### config.mk
export PLATFORM = sky130hd
export DESIGN_NAME = pbcs_ctrl
export DESIGN_NICKNAME = d
export VERILOG_FILES = /design/src/logic/pbcs_pkg.sv /design/src/logic/pbcs_ctrl.sv
export VERILOG_INCLUDE_DIRS = /design/src /design/src/logic
export SDC_FILE = /design/constraint.sdc
export NUM_CORES = 1
export LEC_CHECK = 0
export BUFFER_PORTS_ARGS = -buffer_cell sky130_fd_sc_hd__buf_4
export CORE_UTILIZATION = 57
export DETAILED_ROUTE_END_ITERATION = 12
export PLACE_DENSITY = 0.88
export SYNTH_ARGS = -nofsm -noshare
export SYNTH_HDL_FRONTEND = slang
export SYNTH_SLANG_ARGS = --single-unit
### constraint.sdc
create_clock -name sys_clk -period 3.8 [get_ports sys_clk]
set_clock_uncertainty 0.2 [all_clocks]
set_input_delay 0.57 -clock sys_clk [delete_from_list [all_inputs] [get_ports sys_clk]]
set_output_delay 0.57 -clock sys_clk [all_outputs]
set_load 0.02 [all_outputs]
### src/logic/pbcs_consts.svh
// register offsets, field positions, reset values and counts of the base clock select block
`ifndef PBCS_CONSTS_SVH
`define PBCS_CONSTS_SVH

`define PBCS_ADDR_W 2
`define PBCS_DATA_W 8

`define PBCS_OFF_CTRL 2'h0
`define PBCS_OFF_BWC 2'h1
`define PBCS_OFF_PROG 2'h2

// pll_control fields
`define PBCS_CTL_IE 7
`define PBCS_CTL_FLAG 6
`define PBCS_CTL_ON 5
`define PBCS_CTL_SEL 4
`define PBCS_CTL_LOW_ONES 4'hF

// bandwidth_control fields
`define PBCS_BWC_AUTO 7
`define PBCS_BWC_LOCK 6
`define PBCS_BWC_ACQ 5
`define PBCS_BWC_LOSS 4

// programming register fields
`define PBCS_PROG_MUL_HI 7
`define PBCS_PROG_MUL_LO 4
`define PBCS_PROG_RANGE_HI 3
`define PBCS_PROG_RANGE_LO 0
`define PBCS_MUL_RST 4'h6
`define PBCS_RANGE_RST 4'h6
`define PBCS_RANGE_OFF 4'h0

// source edges seen on each clock before a switch completes
`define PBCS_SW_EDGES 2'h3

`endif

### src/logic/pbcs_pkg.sv
// types shared by the base clock select block
`default_nettype none
package pbcs_pkg;

typedef enum logic [0:0] {
    PBCS_RUN,
    PBCS_SWITCH
} pbcs_sw_e;

endpackage
`default_nettype wire

### src/logic/pbcs_ctrl.sv
// base clock selector, pll control and bandwidth control registers
`timescale 1ns/1ps
`default_nettype none
`include "pbcs_consts.svh"

module pbcs_ctrl (
    input wire logic sys_clk,
    input wire logic rst_b,
    input wire logic [`PBCS_ADDR_W-1:0] reg_addr,
    input wire logic [`PBCS_DATA_W-1:0] reg_wdata,
    input wire logic reg_wr,
    input wire logic reg_rd,
    output logic [`PBCS_DATA_W-1:0] reg_rdata,
    input wire logic crystal_clock,
    input wire logic vco_clock,
    input wire logic lock_detect,
    input wire logic track_detect,
    input wire logic stop_req,
    input wire logic oscillator_enable,
    output logic base_clock_out,
    output logic clockgen_irq,
    output logic pll_enable,
    output logic filter_track,
    output logic vco_selected
);

////////////////////////////////////////////////////////////////////////////////

logic lock_irq_enable_r;
logic lock_change_flag_r;
logic pll_on_a_r;
logic base_clock_select_r;
logic auto_r;
logic lock_r;
logic acq_man_r;
logic acq_auto_r;
logic crystal_loss_detect_r;
logic [3:0] mul_r;
logic [3:0] range_r;
logic xclk_q;
logic vclk_q;
logic act_sel_r;
logic [1:0] x_cnt_r;
logic [1:0] v_cnt_r;
pbcs_pkg::pbcs_sw_e sw_state_r;

logic wr_ctrl;
logic wr_bwc;
logic wr_prog;
logic rd_ctrl;
logic range_zero;
logic x_rise;
logic v_rise;
logic lock_nxt;
logic src_rise;
logic sw_done;

assign wr_ctrl = reg_wr && (reg_addr == `PBCS_OFF_CTRL);
assign wr_bwc = reg_wr && (reg_addr == `PBCS_OFF_BWC);
assign wr_prog = reg_wr && (reg_addr == `PBCS_OFF_PROG);
assign rd_ctrl = reg_rd && (reg_addr == `PBCS_OFF_CTRL);
assign range_zero = (range_r == `PBCS_RANGE_OFF);
assign x_rise = crystal_clock && !xclk_q;
assign v_rise = vco_clock && !vclk_q;
assign lock_nxt = auto_r && lock_detect;
assign src_rise = act_sel_r ? v_rise : x_rise;
assign sw_done = (x_cnt_r == `PBCS_SW_EDGES) && (v_cnt_r == `PBCS_SW_EDGES);

// saturating count of source edges during a switch
function automatic logic [1:0] edge_count(input logic [1:0] cnt, input logic rise);
    if (rise && cnt != `PBCS_SW_EDGES) begin
        edge_count = cnt + 2'h1;
    end else begin
        edge_count = cnt;
    end
endfunction

////////////////////////////////////////////////////////////////////////////////
// pll control register

always_ff @(posedge sys_clk or negedge rst_b) begin
    if (!rst_b) begin
        lock_irq_enable_r <= 1'b0;
    end else if (wr_ctrl && auto_r) begin
        lock_irq_enable_r <= reg_wdata[`PBCS_CTL_IE];
    end
end

always_ff @(posedge sys_clk or negedge rst_b) begin
    if (!rst_b) begin
        pll_on_a_r <= 1'b1;
    end else if (wr_ctrl) begin
        // clearing is refused while base clock select is set
        if (reg_wdata[`PBCS_CTL_ON] || !base_clock_select_r) begin
            pll_on_a_r <= reg_wdata[`PBCS_CTL_ON];
        end
    end
end

// the select bit looks at pll on before this write, so on and select
// cannot both rise in one write
always_ff @(posedge sys_clk or negedge rst_b) begin
    if (!rst_b) begin
        base_clock_select_r <= 1'b0;
    end else if (stop_req || range_zero) begin
        base_clock_select_r <= 1'b0;
    end else if (wr_ctrl) begin
        if (!reg_wdata[`PBCS_CTL_SEL] || pll_on_a_r) begin
            base_clock_select_r <= reg_wdata[`PBCS_CTL_SEL];
        end
    end
end

// a toggle in the same cycle as a read keeps the flag set
always_ff @(posedge sys_clk or negedge rst_b) begin
    if (!rst_b) begin
        lock_change_flag_r <= 1'b0;
    end else if (!auto_r) begin
        lock_change_flag_r <= 1'b0;
    end else if (lock_nxt != lock_r) begin
        lock_change_flag_r <= 1'b1;
    end else if (rd_ctrl) begin
        lock_change_flag_r <= 1'b0;
    end
end

////////////////////////////////////////////////////////////////////////////////
// bandwidth control register

always_ff @(posedge sys_clk or negedge rst_b) begin
    if (!rst_b) begin
        auto_r <= 1'b0;
    end else if (wr_bwc) begin
        auto_r <= reg_wdata[`PBCS_BWC_AUTO];
    end
end

always_ff @(posedge sys_clk or negedge rst_b) begin
    if (!rst_b) begin
        lock_r <= 1'b0;
    end else begin
        lock_r <= lock_nxt;
    end
end

// manual value is held untouched while automatic mode runs
always_ff @(posedge sys_clk or negedge rst_b) begin
    if (!rst_b) begin
        acq_man_r <= 1'b0;
    end else if (wr_bwc && !auto_r) begin
        acq_man_r <= reg_wdata[`PBCS_BWC_ACQ];
    end
end

always_ff @(posedge sys_clk or negedge rst_b) begin
    if (!rst_b) begin
        acq_auto_r <= 1'b0;
    end else begin
        acq_auto_r <= auto_r && track_detect;
    end
end

// set by software, cleared by a crystal edge seen while base clock select is set, unless a write lands in the same cycle
always_ff @(posedge sys_clk or negedge rst_b) begin
    if (!rst_b) begin
        crystal_loss_detect_r <= 1'b0;
    end else if (!base_clock_select_r) begin
        crystal_loss_detect_r <= 1'b0;
    end else if (wr_bwc) begin
        crystal_loss_detect_r <= reg_wdata[`PBCS_BWC_LOSS];
    end else if (x_rise) begin
        crystal_loss_detect_r <= 1'b0;
    end
end

////////////////////////////////////////////////////////////////////////////////
// programming register

always_ff @(posedge sys_clk or negedge rst_b) begin
    if (!rst_b) begin
        mul_r <= `PBCS_MUL_RST;
    end else if (wr_prog && !pll_on_a_r) begin
        mul_r <= reg_wdata[`PBCS_PROG_MUL_HI:`PBCS_PROG_MUL_LO];
    end
end

always_ff @(posedge sys_clk or negedge rst_b) begin
    if (!rst_b) begin
        range_r <= `PBCS_RANGE_RST;
    end else if (wr_prog && !pll_on_a_r) begin
        range_r <= reg_wdata[`PBCS_PROG_RANGE_HI:`PBCS_PROG_RANGE_LO];
    end
end

////////////////////////////////////////////////////////////////////////////////
// read port: data stands only in the cycle after the strobe

always_ff @(posedge sys_clk or negedge rst_b) begin
    if (!rst_b) begin
        reg_rdata <= '0;
    end else if (reg_rd) begin
        case (reg_addr)
            `PBCS_OFF_CTRL: begin
                reg_rdata <= {lock_irq_enable_r && auto_r, lock_change_flag_r,
                              pll_on_a_r, base_clock_select_r,
                              `PBCS_CTL_LOW_ONES};
            end
            `PBCS_OFF_BWC: begin
                // test bits are not implemented and read zero
                reg_rdata <= {auto_r, lock_r,
                              auto_r ? acq_auto_r : acq_man_r,
                              crystal_loss_detect_r && base_clock_select_r,
                              4'h0};
            end
            `PBCS_OFF_PROG: begin
                reg_rdata <= {mul_r, range_r};
            end
            default: begin
                reg_rdata <= '0;
            end
        endcase
    end else begin
        reg_rdata <= '0;
    end
end

////////////////////////////////////////////////////////////////////////////////
// base clock selector

always_ff @(posedge sys_clk or negedge rst_b) begin
    if (!rst_b) begin
        xclk_q <= 1'h0;
    end else begin
        xclk_q <= crystal_clock;
    end
end

always_ff @(posedge sys_clk or negedge rst_b) begin
    if (!rst_b) begin
        vclk_q <= 1'h0;
    end else begin
        vclk_q <= vco_clock;
    end
end

// both sources must show three edges, except the vco on a return to crystal with the pll disabled; a vco that never ticks still stalls
// a switch to it, which is why select cannot rise while the pll is off
always_ff @(posedge sys_clk or negedge rst_b) begin
    if (!rst_b) begin
        sw_state_r <= pbcs_pkg::PBCS_RUN;
    end else begin
        case (sw_state_r)
            pbcs_pkg::PBCS_RUN: begin
                if (base_clock_select_r != act_sel_r) begin
                    sw_state_r <= pbcs_pkg::PBCS_SWITCH;
                end
            end
            pbcs_pkg::PBCS_SWITCH: begin
                if (sw_done) begin
                    sw_state_r <= pbcs_pkg::PBCS_RUN;
                end
            end
            default: begin
                sw_state_r <= pbcs_pkg::PBCS_RUN;
            end
        endcase
    end
end

always_ff @(posedge sys_clk or negedge rst_b) begin
    if (!rst_b) begin
        act_sel_r <= 1'h0;
    end else if (sw_state_r == pbcs_pkg::PBCS_SWITCH && sw_done) begin
        act_sel_r <= base_clock_select_r;
    end
end

always_ff @(posedge sys_clk or negedge rst_b) begin
    if (!rst_b) begin
        x_cnt_r <= 2'h0;
    end else if (sw_state_r == pbcs_pkg::PBCS_SWITCH) begin
        x_cnt_r <= edge_count(x_cnt_r, x_rise);
    end else begin
        x_cnt_r <= 2'h0;
    end
end

always_ff @(posedge sys_clk or negedge rst_b) begin
    if (!rst_b) begin
        v_cnt_r <= 2'h0;
    end else if (sw_state_r != pbcs_pkg::PBCS_SWITCH) begin
        v_cnt_r <= 2'h0;
    end else if (!base_clock_select_r && !pll_enable) begin
        // a vco turned off right after deselection must not hang the return to crystal
        v_cnt_r <= `PBCS_SW_EDGES;
    end else begin
        v_cnt_r <= edge_count(v_cnt_r, v_rise);
    end
end

// crystal return under stop still waits for three crystal edges: stop holds the output low meanwhile
always_ff @(posedge sys_clk or negedge rst_b) begin
    if (!rst_b) begin
        base_clock_out <= 1'b0;
    end else if (stop_req) begin
        base_clock_out <= 1'b0;
    end else if (sw_state_r == pbcs_pkg::PBCS_RUN && src_rise) begin
        base_clock_out <= !base_clock_out;
    end
end

always_ff @(posedge sys_clk or negedge rst_b) begin
    if (!rst_b) begin
        vco_selected <= 1'b0;
    end else begin
        vco_selected <= act_sel_r;
    end
end

////////////////////////////////////////////////////////////////////////////////
// analogue controls and interrupt

always_ff @(posedge sys_clk or negedge rst_b) begin
    if (!rst_b) begin
        pll_enable <= 1'h0;
    end else begin
        pll_enable <= pll_on_a_r && !range_zero && oscillator_enable && !stop_req;
    end
end

always_ff @(posedge sys_clk or negedge rst_b) begin
    if (!rst_b) begin
        filter_track <= 1'h0;
    end else begin
        filter_track <= auto_r ? track_detect : acq_man_r;
    end
end

// one cycle behind the flag and the enable
always_ff @(posedge sys_clk or negedge rst_b) begin
    if (!rst_b) begin
        clockgen_irq <= 1'b0;
    end else begin
        clockgen_irq <= lock_change_flag_r && lock_irq_enable_r && auto_r && !stop_req;
    end
end

endmodule
`default_nettype wire

==> results of run 1 <==
[repair_timing]
item,CTS,global route
gates resized for setup,0,0
hold buffers,1,0
setup endpoints to repair,0,0
endpoints found under the hold margin,33,0
[state kept, by name, summed over array words and instances, names as in the netlist, 2 cells and up]
| register | cells |
|---|---|
| reg_rdata | 8 |
| mul_r | 4 |
| range_r | 4 |
| v_cnt_r | 2 |
| x_cnt_r | 2 |
[power breakdown]
group / internal (mW) / switching (mW) / leakage [nW] / total (mW)
clock network: 0.0897 / 0.126 / 0.0353 / 0.216
registers: 0.486 / 0.0571 / 0.471 / 0.543
logic: 0.116 / 0.0959 / 0.422 / 0.211
[routing by layer]
layer | vias to the layer above | track usage | wire length (microns)
li1 | 529 | - | -
met1 | 544 | 0.2765 | 1382
met2 | 37 | 0.3287 | 1523
met3 | 2 | 0.08140 | 149
met4 | 0 | 0.1000 | 22
met5 | - | 0 | 0
[final cells by class]
type | count | area, sq um | share of cell area
inverters | 7 | 26.28 | 0.01344
clock inverters | 1 | 5.005 | 0.002559
multi-input cells | 84 | 623.1 | 0.3186
clock buffers | 7 | 55.05 | 0.02815
repair buffers | 33 | 250.2 | 0.1280
flip-flops and latches | 38 | 957.2 | 0.4894
well taps | 31 | 38.79 | 0.01983
[placed cells by master, fill, tap and decap left out, drive strengths merged, types with 2 or more instances in the layout]
master,count
mux2,10
nand2b,4
dfstp,5
ha,2
o211ai,2
dfrtp,33
mux2i,4
xor2,3
inv,7
nor3b,3
nor2,4
clkbuf,7
nand3,2
nand2,10
nor4,2
and2,5
a21oi,5
a21boi,4
o22ai,2
buf,32
o21a,3
o21ai,7
[worst paths after layout]
path	start	slack, ns	end	depth (start not counted)
worst max-delay path	v_cnt_r[0]	2.01	v_cnt_r[1]	4
worst min-delay path	vco_clock	0.14	vclk_q	1
worst max register to register	v_cnt_r[0]	2.01	v_cnt_r[1]	4
worst min register to register	act_sel_r	0.30	vco_selected	0
max in group asynchronous	rst_b	2.54	pll_on_a_r	2
min in group asynchronous	rst_b	0.51	reg_rdata[1]	2
[worst max-delay path, cell delays in order (launching register included)]
cell and delay [ns]:
dfrtp_1 0.41, ha_1 0.23, nor3b_1 0.31, mux2_2 0.37, o21a_1 0.17
[cell families (layout without fill, tap and decap cells)]
group	after synthesis	in the layout	synth area share
muxes	14	14	0.1001
adders and majority gates	2	2	0.01528
xor gates and xnor gates	4	4	0.02139
AOI/OAI and AO/OA	24	24	0.09014
buffers and inverters	11	48	0.03514
DFF	38	38	0.5844
and+or+nand+nor	40	40	0.1536
==> impl_metrics.json, run 1 <==
{
  "dp_cells": 192,
  "start_util": 0.5991,
  "grt_antenna_before_repair": 0,
  "die_area_sq_mm": 0.003092,
  "routabilityCongestion": 0.8115,
  "io_buffers": 32,
  "cts.sinks": 38,
  "synthFlopType": "dfrtp_1",
  "fp.dieH_microns": 55.61,
  "cts.clk_slew.worst_paths_ns": 0.10,
  "yosys.area.top_type": "dfrtp_1",
  "synth_edf_count": 0,
  "drc": 0,
  "postCtsSetupBuffers": 0,
  "syn_area_per_cell_sq_um": 12.31,
  "synthDistinctLibCells": 37,
  "cp_max_fo": 2,
  "htreeDepth": 2,
  "async_flop_share": 1.000,
  "root_buffer": "clkbuf_4",
  "rows": 19,
  "fillers": 194,
  "dr.pass1.iters": 4,
  "cts_tree": "yes",
  "tritoncts.num_buffers": 5,
  "ioPinCount": 33,
  "setup-violations-final": 0,
  "yosys.area.top_type_share": 0.5042,
  "worst_setup_path_end_kind": "flip-flop",
  "setup_tns_ns": 0,
  "fin_area_sq_mm": 0.001956,
  "period_share": 0.4713,
  "avgViaCountPerCell": 5.532,
  "worstSetupStartpointType": "flip-flop",
  "synthToLayoutAreaGrowth_pct": 19.40,
  "outcome": "finished, final reports clean",
  "yosys_register_bits": 38,
  "netlist_instances": 133,
  "setup_ws_ns": 2.009,
  "synth_commonest_cells": "dfrtp_1, nand2_1, inv_1, mux2_2, o21ai_0",
  "dpl_cell_area_sq_mm": 0.001886,
  "grt_pass1_vias": 1115,
  "synth_most_common_cell": "dfrtp_1",
  "whs_ns": 0.1415,
  "cp_data_required_time_ns": 3.84,
  "worst_pin_slew_ns": 0.4951,
  "grt_overflow": 0,
  "drv_slew": 0,
  "ir_worst_vdd_mv": 0.4847,
  "max_slew_margin": 0.6669,
  "fin_util": 0.7153,
  "drtIter0Drc": 26,
  "clkLatencyLatePin_ns": 0.34,
  "drt_wl_total_microns": 3078,
  "place_hpwl_microns": 2218,
  "die_w_microns": 55.61,
  "clockBufferDepth": 2,
  "hold_viol": 0,
  "arrival_ns": 1.83,
  "via_count": 1112,
  "grt.total_usage": 0.2164,
  "grt_pass1_wl_microns": 4954,
  "fmax_mhz": 558.3,
  "ys_warn_count": 0,
  "drtAntennaViolNets": 0,
  "maxCapViolations": 0,
  "rsz0062_at_grt": "no",
  "fin_crit_ns": 1.791,
  "p_total_mw": 0.9710,
  "grt_max_degree": 39,
  "synth.area.top_cells": "dfrtp_1, dfstp_2, mux2_2",
  "coreArea_sq_mm": 0.002734,
  "syn-num-nets": 155,
  "layout-drive-gt1-share": 0.3353,
  "diodes": 0,
  "pre_cts_slack_ns": 1.968,
  "pwr_density_cell_mw_per_mm2": 496.5,
  "seq_area_frac_synth": 0.5844,
  "final_nets": 191,
  "stdcell_count": 201,
  "p_leak_nw": 0.9288,
  "path_class": "flip-flop to flip-flop",
  "min_path_type": "input port to flip-flop",
  "wl_per_cell_microns": 15.31,
  "syn-cell-area_sq_mm": 0.001638
}
Note: power is estimated with default switching activity, not from simulation.
==> inputs of run 2 (changes only) <==
CORE_UTILIZATION = 48   (was 57)
PLACE_DENSITY = 0.8   (was 0.88)
clock period = 1.5 ns   (was 3.8 ns; I/O delays follow)
==> impl_metrics.json, run 2 (synthesis results as in run 1) <==
{
  "outcome": "finished, violations left",
  "violations": "negative hold slack, negative setup slack",
  "whs_ns": -0.007960,
  "pre_cts_slack_ns": -0.1368,
  "drt_wl_total_microns": 3588,
  "fillers": 224,
  "final_cell_mix": "buf_4, dfrtp_1, dlygate4sd3_1, nand2_1",
  "drtIter0Drc": 49,
  "worst_pin_slew_ns": 0.4859,
  "r2r_cells": 4,
  "intPower_mw": 1.905,
  "setup-violations-final": 3,
  "rsz0062_at_grt": "yes",
  "r2r_setup_slack_ns": -0.15,
  "path_class": "flip-flop to flip-flop",
  "grt_antenna_before_repair": 0,
  "rr_endpoint": "v_cnt_r[1]",
  "place_hpwl_microns": 2363,
  "hold_viol": 1,
  "layout-drive-gt1-share": 0.3776,
  "avgViaCountPerCell": 5.221,
  "grt_max_degree": 39,
  "cts_tree": "yes",
  "reg.largest.list": "reg_rdata: 8 flops, mul_r: 4 flops, range_r: 4 flops",
  "maxCapViolations": 0,
  "setup_ws_ns": -0.1537,
  "setup_tns_ns": -0.2605,
  "fp.dieH_microns": 60.42,
  "start_util": 0.5194,
  "cp_max_fo": 2,
  "combPwrFrac": 0.284,
  "drv_slew": 0,
  "die_w_microns": 60.42,
  "slowest_stage": "dfrtp_1",
  "synthToLayoutAreaGrowth_pct": 38.50,
  "stdcell_count": 240,
  "dr.pass1.iters": 4,
  "rows": 20,
  "tritoncts.num_buffers": 5,
  "htreeDepth": 2,
  "cts.clk_slew.worst_paths_ns": 0.10,
  "cp_data_required_time_ns": 1.52,
  "p_clk_frac": 0.201,
  "max_slew_margin": 0.6731,
  "period_share": 1.102,
  "grt.total_usage": 0.2203,
  "grt_pass1_wl_microns": 5699,
  "ir_worst_vdd_mv": 0.6830,
  "worstSetupStartpoint": "v_cnt_r[0]",
  "clkLatencyLatePin_ns": 0.33,
  "arrival_ns": 1.67,
  "fin_util": 0.7194,
  "largest_reg_flops": 8,
  "worstSetupStartpointType": "flip-flop",
  "crit_chain": "ha_2 -> nor3b_4 -> mux2_4 -> o21a_1",
  "pwr_density_cell_mw_per_mm2": 1189,
  "final_nets": 217,
  "crit_path_end": "v_cnt_r[1]",
  "cts.sinks": 38,
  "worst_setup_path_end_kind": "flip-flop",
  "wl_per_cell_microns": 14.95,
  "drtAntennaViolNets": 0,
  "root_buffer": "clkbuf_4",
  "switching_share": 0.2937,
  "switchingPower_mw": 0.7924,
  "grt_overflow": 0,
  "diodes": 0,
  "fin_crit_ns": 1.654,
  "fmax_mhz": 604.7,
  "grt_pass1_vias": 1323,
  "regToRegStartpoint": "v_cnt_r[0]",
  "max_stage_delay_ns": 0.40,
  "dp_cells": 211,
  "coreArea_sq_mm": 0.003153,
  "die_area_sq_mm": 0.003650,
  "p_leak_nw": 1.059,
  "routabilityCongestion": 0.7958,
  "p_seq_frac": 0.515,
  "min_path_type": "input port to flip-flop",
  "top_register": "reg_rdata",
  "clockBufferDepth": 2,
  "drc": 0,
  "final_common_cell": "buf_4",
  "io_buffers": 32,
  "ioPinCount": 33,
  "via_count": 1253
}
-- run 2: timing repair --
action	in CTS	in global routing
gates resized for setup	2	7
pin swaps	1	7
hold buffers	17	0
setup buffers	2	4
setup endpoints to repair	3	7
hold endpoints to repair	63	0
-- run 2: routing by layer --
metal | track usage | part of all wire
met5 | 0 | 0
met4 | 0.1039 | 0.019
met3 | 0.06183 | 0.047
met2 | 0.3595 | 0.51
met1 | 0.2726 | 0.42
-- run 2: power groups by stage --
stage | Sequential (mW) | Clock [mW] | Combinational (mW)
CTS | 1.37 | 0.546 | 0.679
global placement | 1.38 | 0 | 0.564
detailed placement | 1.39 | 0 | 0.601
floorplan | 1.39 | 0 | 0.354
global route | 1.42 | 0.591 | 0.832
finish | 1.39 | 0.542 | 0.766
-- run 2: critical path: cells and delay by family (launching register included) --
family	cells	cell delay [ns]
AOI/OAI and AO/OA	1	0.19
adders and majority gates	1	0.21
DFF	1	0.40
muxes	1	0.32
and+or+nand+nor	1	0.22
-- run 2: layout make-up --
type | count | area [sq um] | share of cell area
Tap cell | 44 | 55.05 | 0.02427
Multi-Input combinational cell | 84 | 686.9 | 0.3028
Inverter | 7 | 26.28 | 0.01158
Clock buffer | 7 | 55.05 | 0.02427
Clock inverter | 1 | 5.005 | 0.002206
Sequential cell | 38 | 957.2 | 0.4220
Timing Repair Buffer | 59 | 483.0 | 0.2129
-- run 2: how the worst min path moves through the flow --
stage | start | endpoint | cells after the start
CTS | reg_wr | crystal_loss_detect_r | 3
global route | reg_addr[0] | pll_on_a_r | 4
finish | reg_addr[0] | pll_on_a_r | 4
global placement | rst_b | base_clock_out | 1
floorplan | rst_b | acq_auto_r | 0
detailed placement | rst_b | vco_selected | 1
-- run 2: per-stage QoR --
| step | power, mW | area, sq um |
|---|---|---|
| 2_1_floorplan | 1.741 | 1649 |
| 3_3_place_gp | 1.939 | 1958 |
| 3_5_place_dp | 1.990 | 1958 |
| 4_1_cts | 2.596 | 2215 |
| 5_1_grt | 2.843 | 2268 |
| 6_report | 2.698 | 2268 |
==> inputs of run 3 (changes only) <==
BUFFER_PORTS_ARGS = -buffer_cell sky130_fd_sc_hd__buf_2   (was -buffer_cell sky130_fd_sc_hd__buf_4)
GPL_ROUTABILITY_DRIVEN = 0   (was not set)
==> impl_metrics.json, run 3 (synthesis results as in run 1) <==
{
  "grt.total_usage": 0.2151,
  "arrival_ns": 1.65,
  "coreArea_sq_mm": 0.003153,
  "drtIter0Drc": 20,
  "max_slew_margin": 0.6981,
  "hold_end": "base_clock_select_r",
  "outcome": "finished, violations left",
  "final_common_cell": "dfrtp_1",
  "grt_max_degree": 23,
  "drtAntennaViolNets": 0,
  "top_register": "reg_rdata",
  "final_cell_mix": "dfrtp_1, buf_2, dlygate4sd3_1, buf_4, nand2_1",
  "tritoncts.num_buffers": 5,
  "grt_overflow": 0,
  "wl_per_cell_microns": 13.84,
  "drt_wl_total_microns": 3364,
  "cts.sinks": 38,
  "fin_crit_ns": 1.603,
  "cts.clk_slew.worst_paths_ns": 0.11,
  "r2r_setup_slack_ns": -0.10,
  "drv_slew": 0,
  "dr.pass1.iters": 4,
  "grt_pass1_wl_microns": 5520,
  "drc": 0,
  "via_count": 1221,
  "synthToLayoutAreaGrowth_pct": 35.37,
  "reg.largest.list": "reg_rdata: 8 flops, mul_r: 4 flops, range_r: 4 flops",
  "setup-violations-final": 2,
  "grt_pass1_vias": 1229,
  "regToRegStartpoint": "v_cnt_r[0]",
  "clkLatencyLatePin_ns": 0.34,
  "r2r_cells": 4,
  "min-delay-start": "reg_addr[1]",
  "fp.dieH_microns": 60.42,
  "cp_data_required_time_ns": 1.55,
  "min_path_cells": 4,
  "htreeDepth": 2,
  "pwr_density_cell_mw_per_mm2": 1204,
  "root_buffer": "clkbuf_4",
  "largest_reg_flops": 8,
  "fmax_mhz": 623.7,
  "stdcell_count": 243,
  "rows": 20,
  "clockBufferDepth": 2,
  "start_util": 0.5194,
  "diodes": 0,
  "fin_area_sq_mm": 0.002217,
  "setup_ws_ns": -0.1034,
  "die_area_sq_mm": 0.003650,
  "place_hpwl_microns": 2277,
  "p_leak_nw": 1.053,
  "rr_endpoint": "v_cnt_r[1]",
  "io_buffers": 32,
  "hold_viol": 0,
  "rsz0062_at_grt": "yes",
  "final_nets": 220,
  "maxCapViolations": 0,
  "grt_antenna_before_repair": 0,
  "cts_tree": "yes",
  "ir_worst_vdd_mv": 0.8047,
  "worst_pin_slew_ns": 0.4487,
  "cp_max_fo": 2,
  "min_path_type": "input port to flip-flop",
  "worstSetupStartpointType": "flip-flop",
  "dp_cells": 212,
  "whs_ns": 0.1075,
  "layout-drive-gt1-share": 0.3769,
  "ioPinCount": 33,
  "dpl_cell_area_sq_mm": 0.001898,
  "die_w_microns": 60.42,
  "worst_setup_path_end_kind": "flip-flop",
  "period_share": 1.069,
  "path_class": "flip-flop to flip-flop",
  "violations": "negative setup slack",
  "avgViaCountPerCell": 5.025
}
-- run 3: cell count changes in the layout (fill, tap and decap cells not counted) --
cell / change
mux2_2: +1
mux2_4: -1
buf_4: -32
nand3_2: +1
buf_2: +32
nand3_4: -1
dlygate4sd3_1: +2
buf_12: +1
-- run 3: critical path: stages (launching register included) --
cell     delay (ns)
dfrtp_1        0.42
ha_4           0.18
nor3b_4        0.21
mux2_4         0.33
o21a_1         0.17
-- run 3: stage by stage --
step                setup slack, ns  power [mW]  setup TNS [ns]    util
floorplan                  -0.07687       1.741        -0.07687       -
global placement           -0.09569       1.913        -0.09965  0.6020
detailed placement          -0.1443       1.953         -0.2734  0.6020
CTS                        -0.08690       2.618        -0.08690  0.6921
global route                -0.1587       2.827         -0.2647  0.7032
finish                      -0.1034       2.669         -0.1407  0.7032
-- run 3: metal layers --
metal  vias up  track usage  part of all wire
met5         -            0                 0
met4         0      0.09740             0.028
met3        11      0.06397             0.052
met2        37       0.3485              0.49
met1       583       0.2676              0.43
li1        590            -                 -
-- run 3: timing repair --
| action | in CTS | in global routing |
|---|---|---|
| hold endpoints to repair | 61 | 0 |
| buffers inserted | 3 | 2 |
| resized for setup | 3 | 4 |
| endpoints found under the setup margin | 3 | 6 |
| hold buffers | 18 | 0 |
| pin swaps | 2 | 2 |
-- run 3: worst max-delay path by stage --
stage,startpoint,to,cells past startpoint
floorplan,v_cnt_r[0],v_cnt_r[1],4
global placement,v_cnt_r[1],v_cnt_r[1],4
detailed placement,v_cnt_r[1],v_cnt_r[1],4
CTS,v_cnt_r[1],v_cnt_r[1],4
global route,v_cnt_r[0],v_cnt_r[1],4
finish,v_cnt_r[0],v_cnt_r[1],4
-- run 3: layout make-up --
type	instances	area, sq um
Inverter	7	26.28
Multi-Input combinational cell	84	675.6
Timing Repair Buffer	62	442.9
Clock buffer	7	55.05
Sequential cell	38	957.2
Fill cell	240	935.9
Tap cell	44	55.05
Clock inverter	1	5.005
-- run 3: power by group --
part           switching (mW)  total [mW]  internal, mW
Sequential              0.148        1.38          1.23
Combinational           0.311       0.741         0.430
Clock                   0.322       0.549         0.227
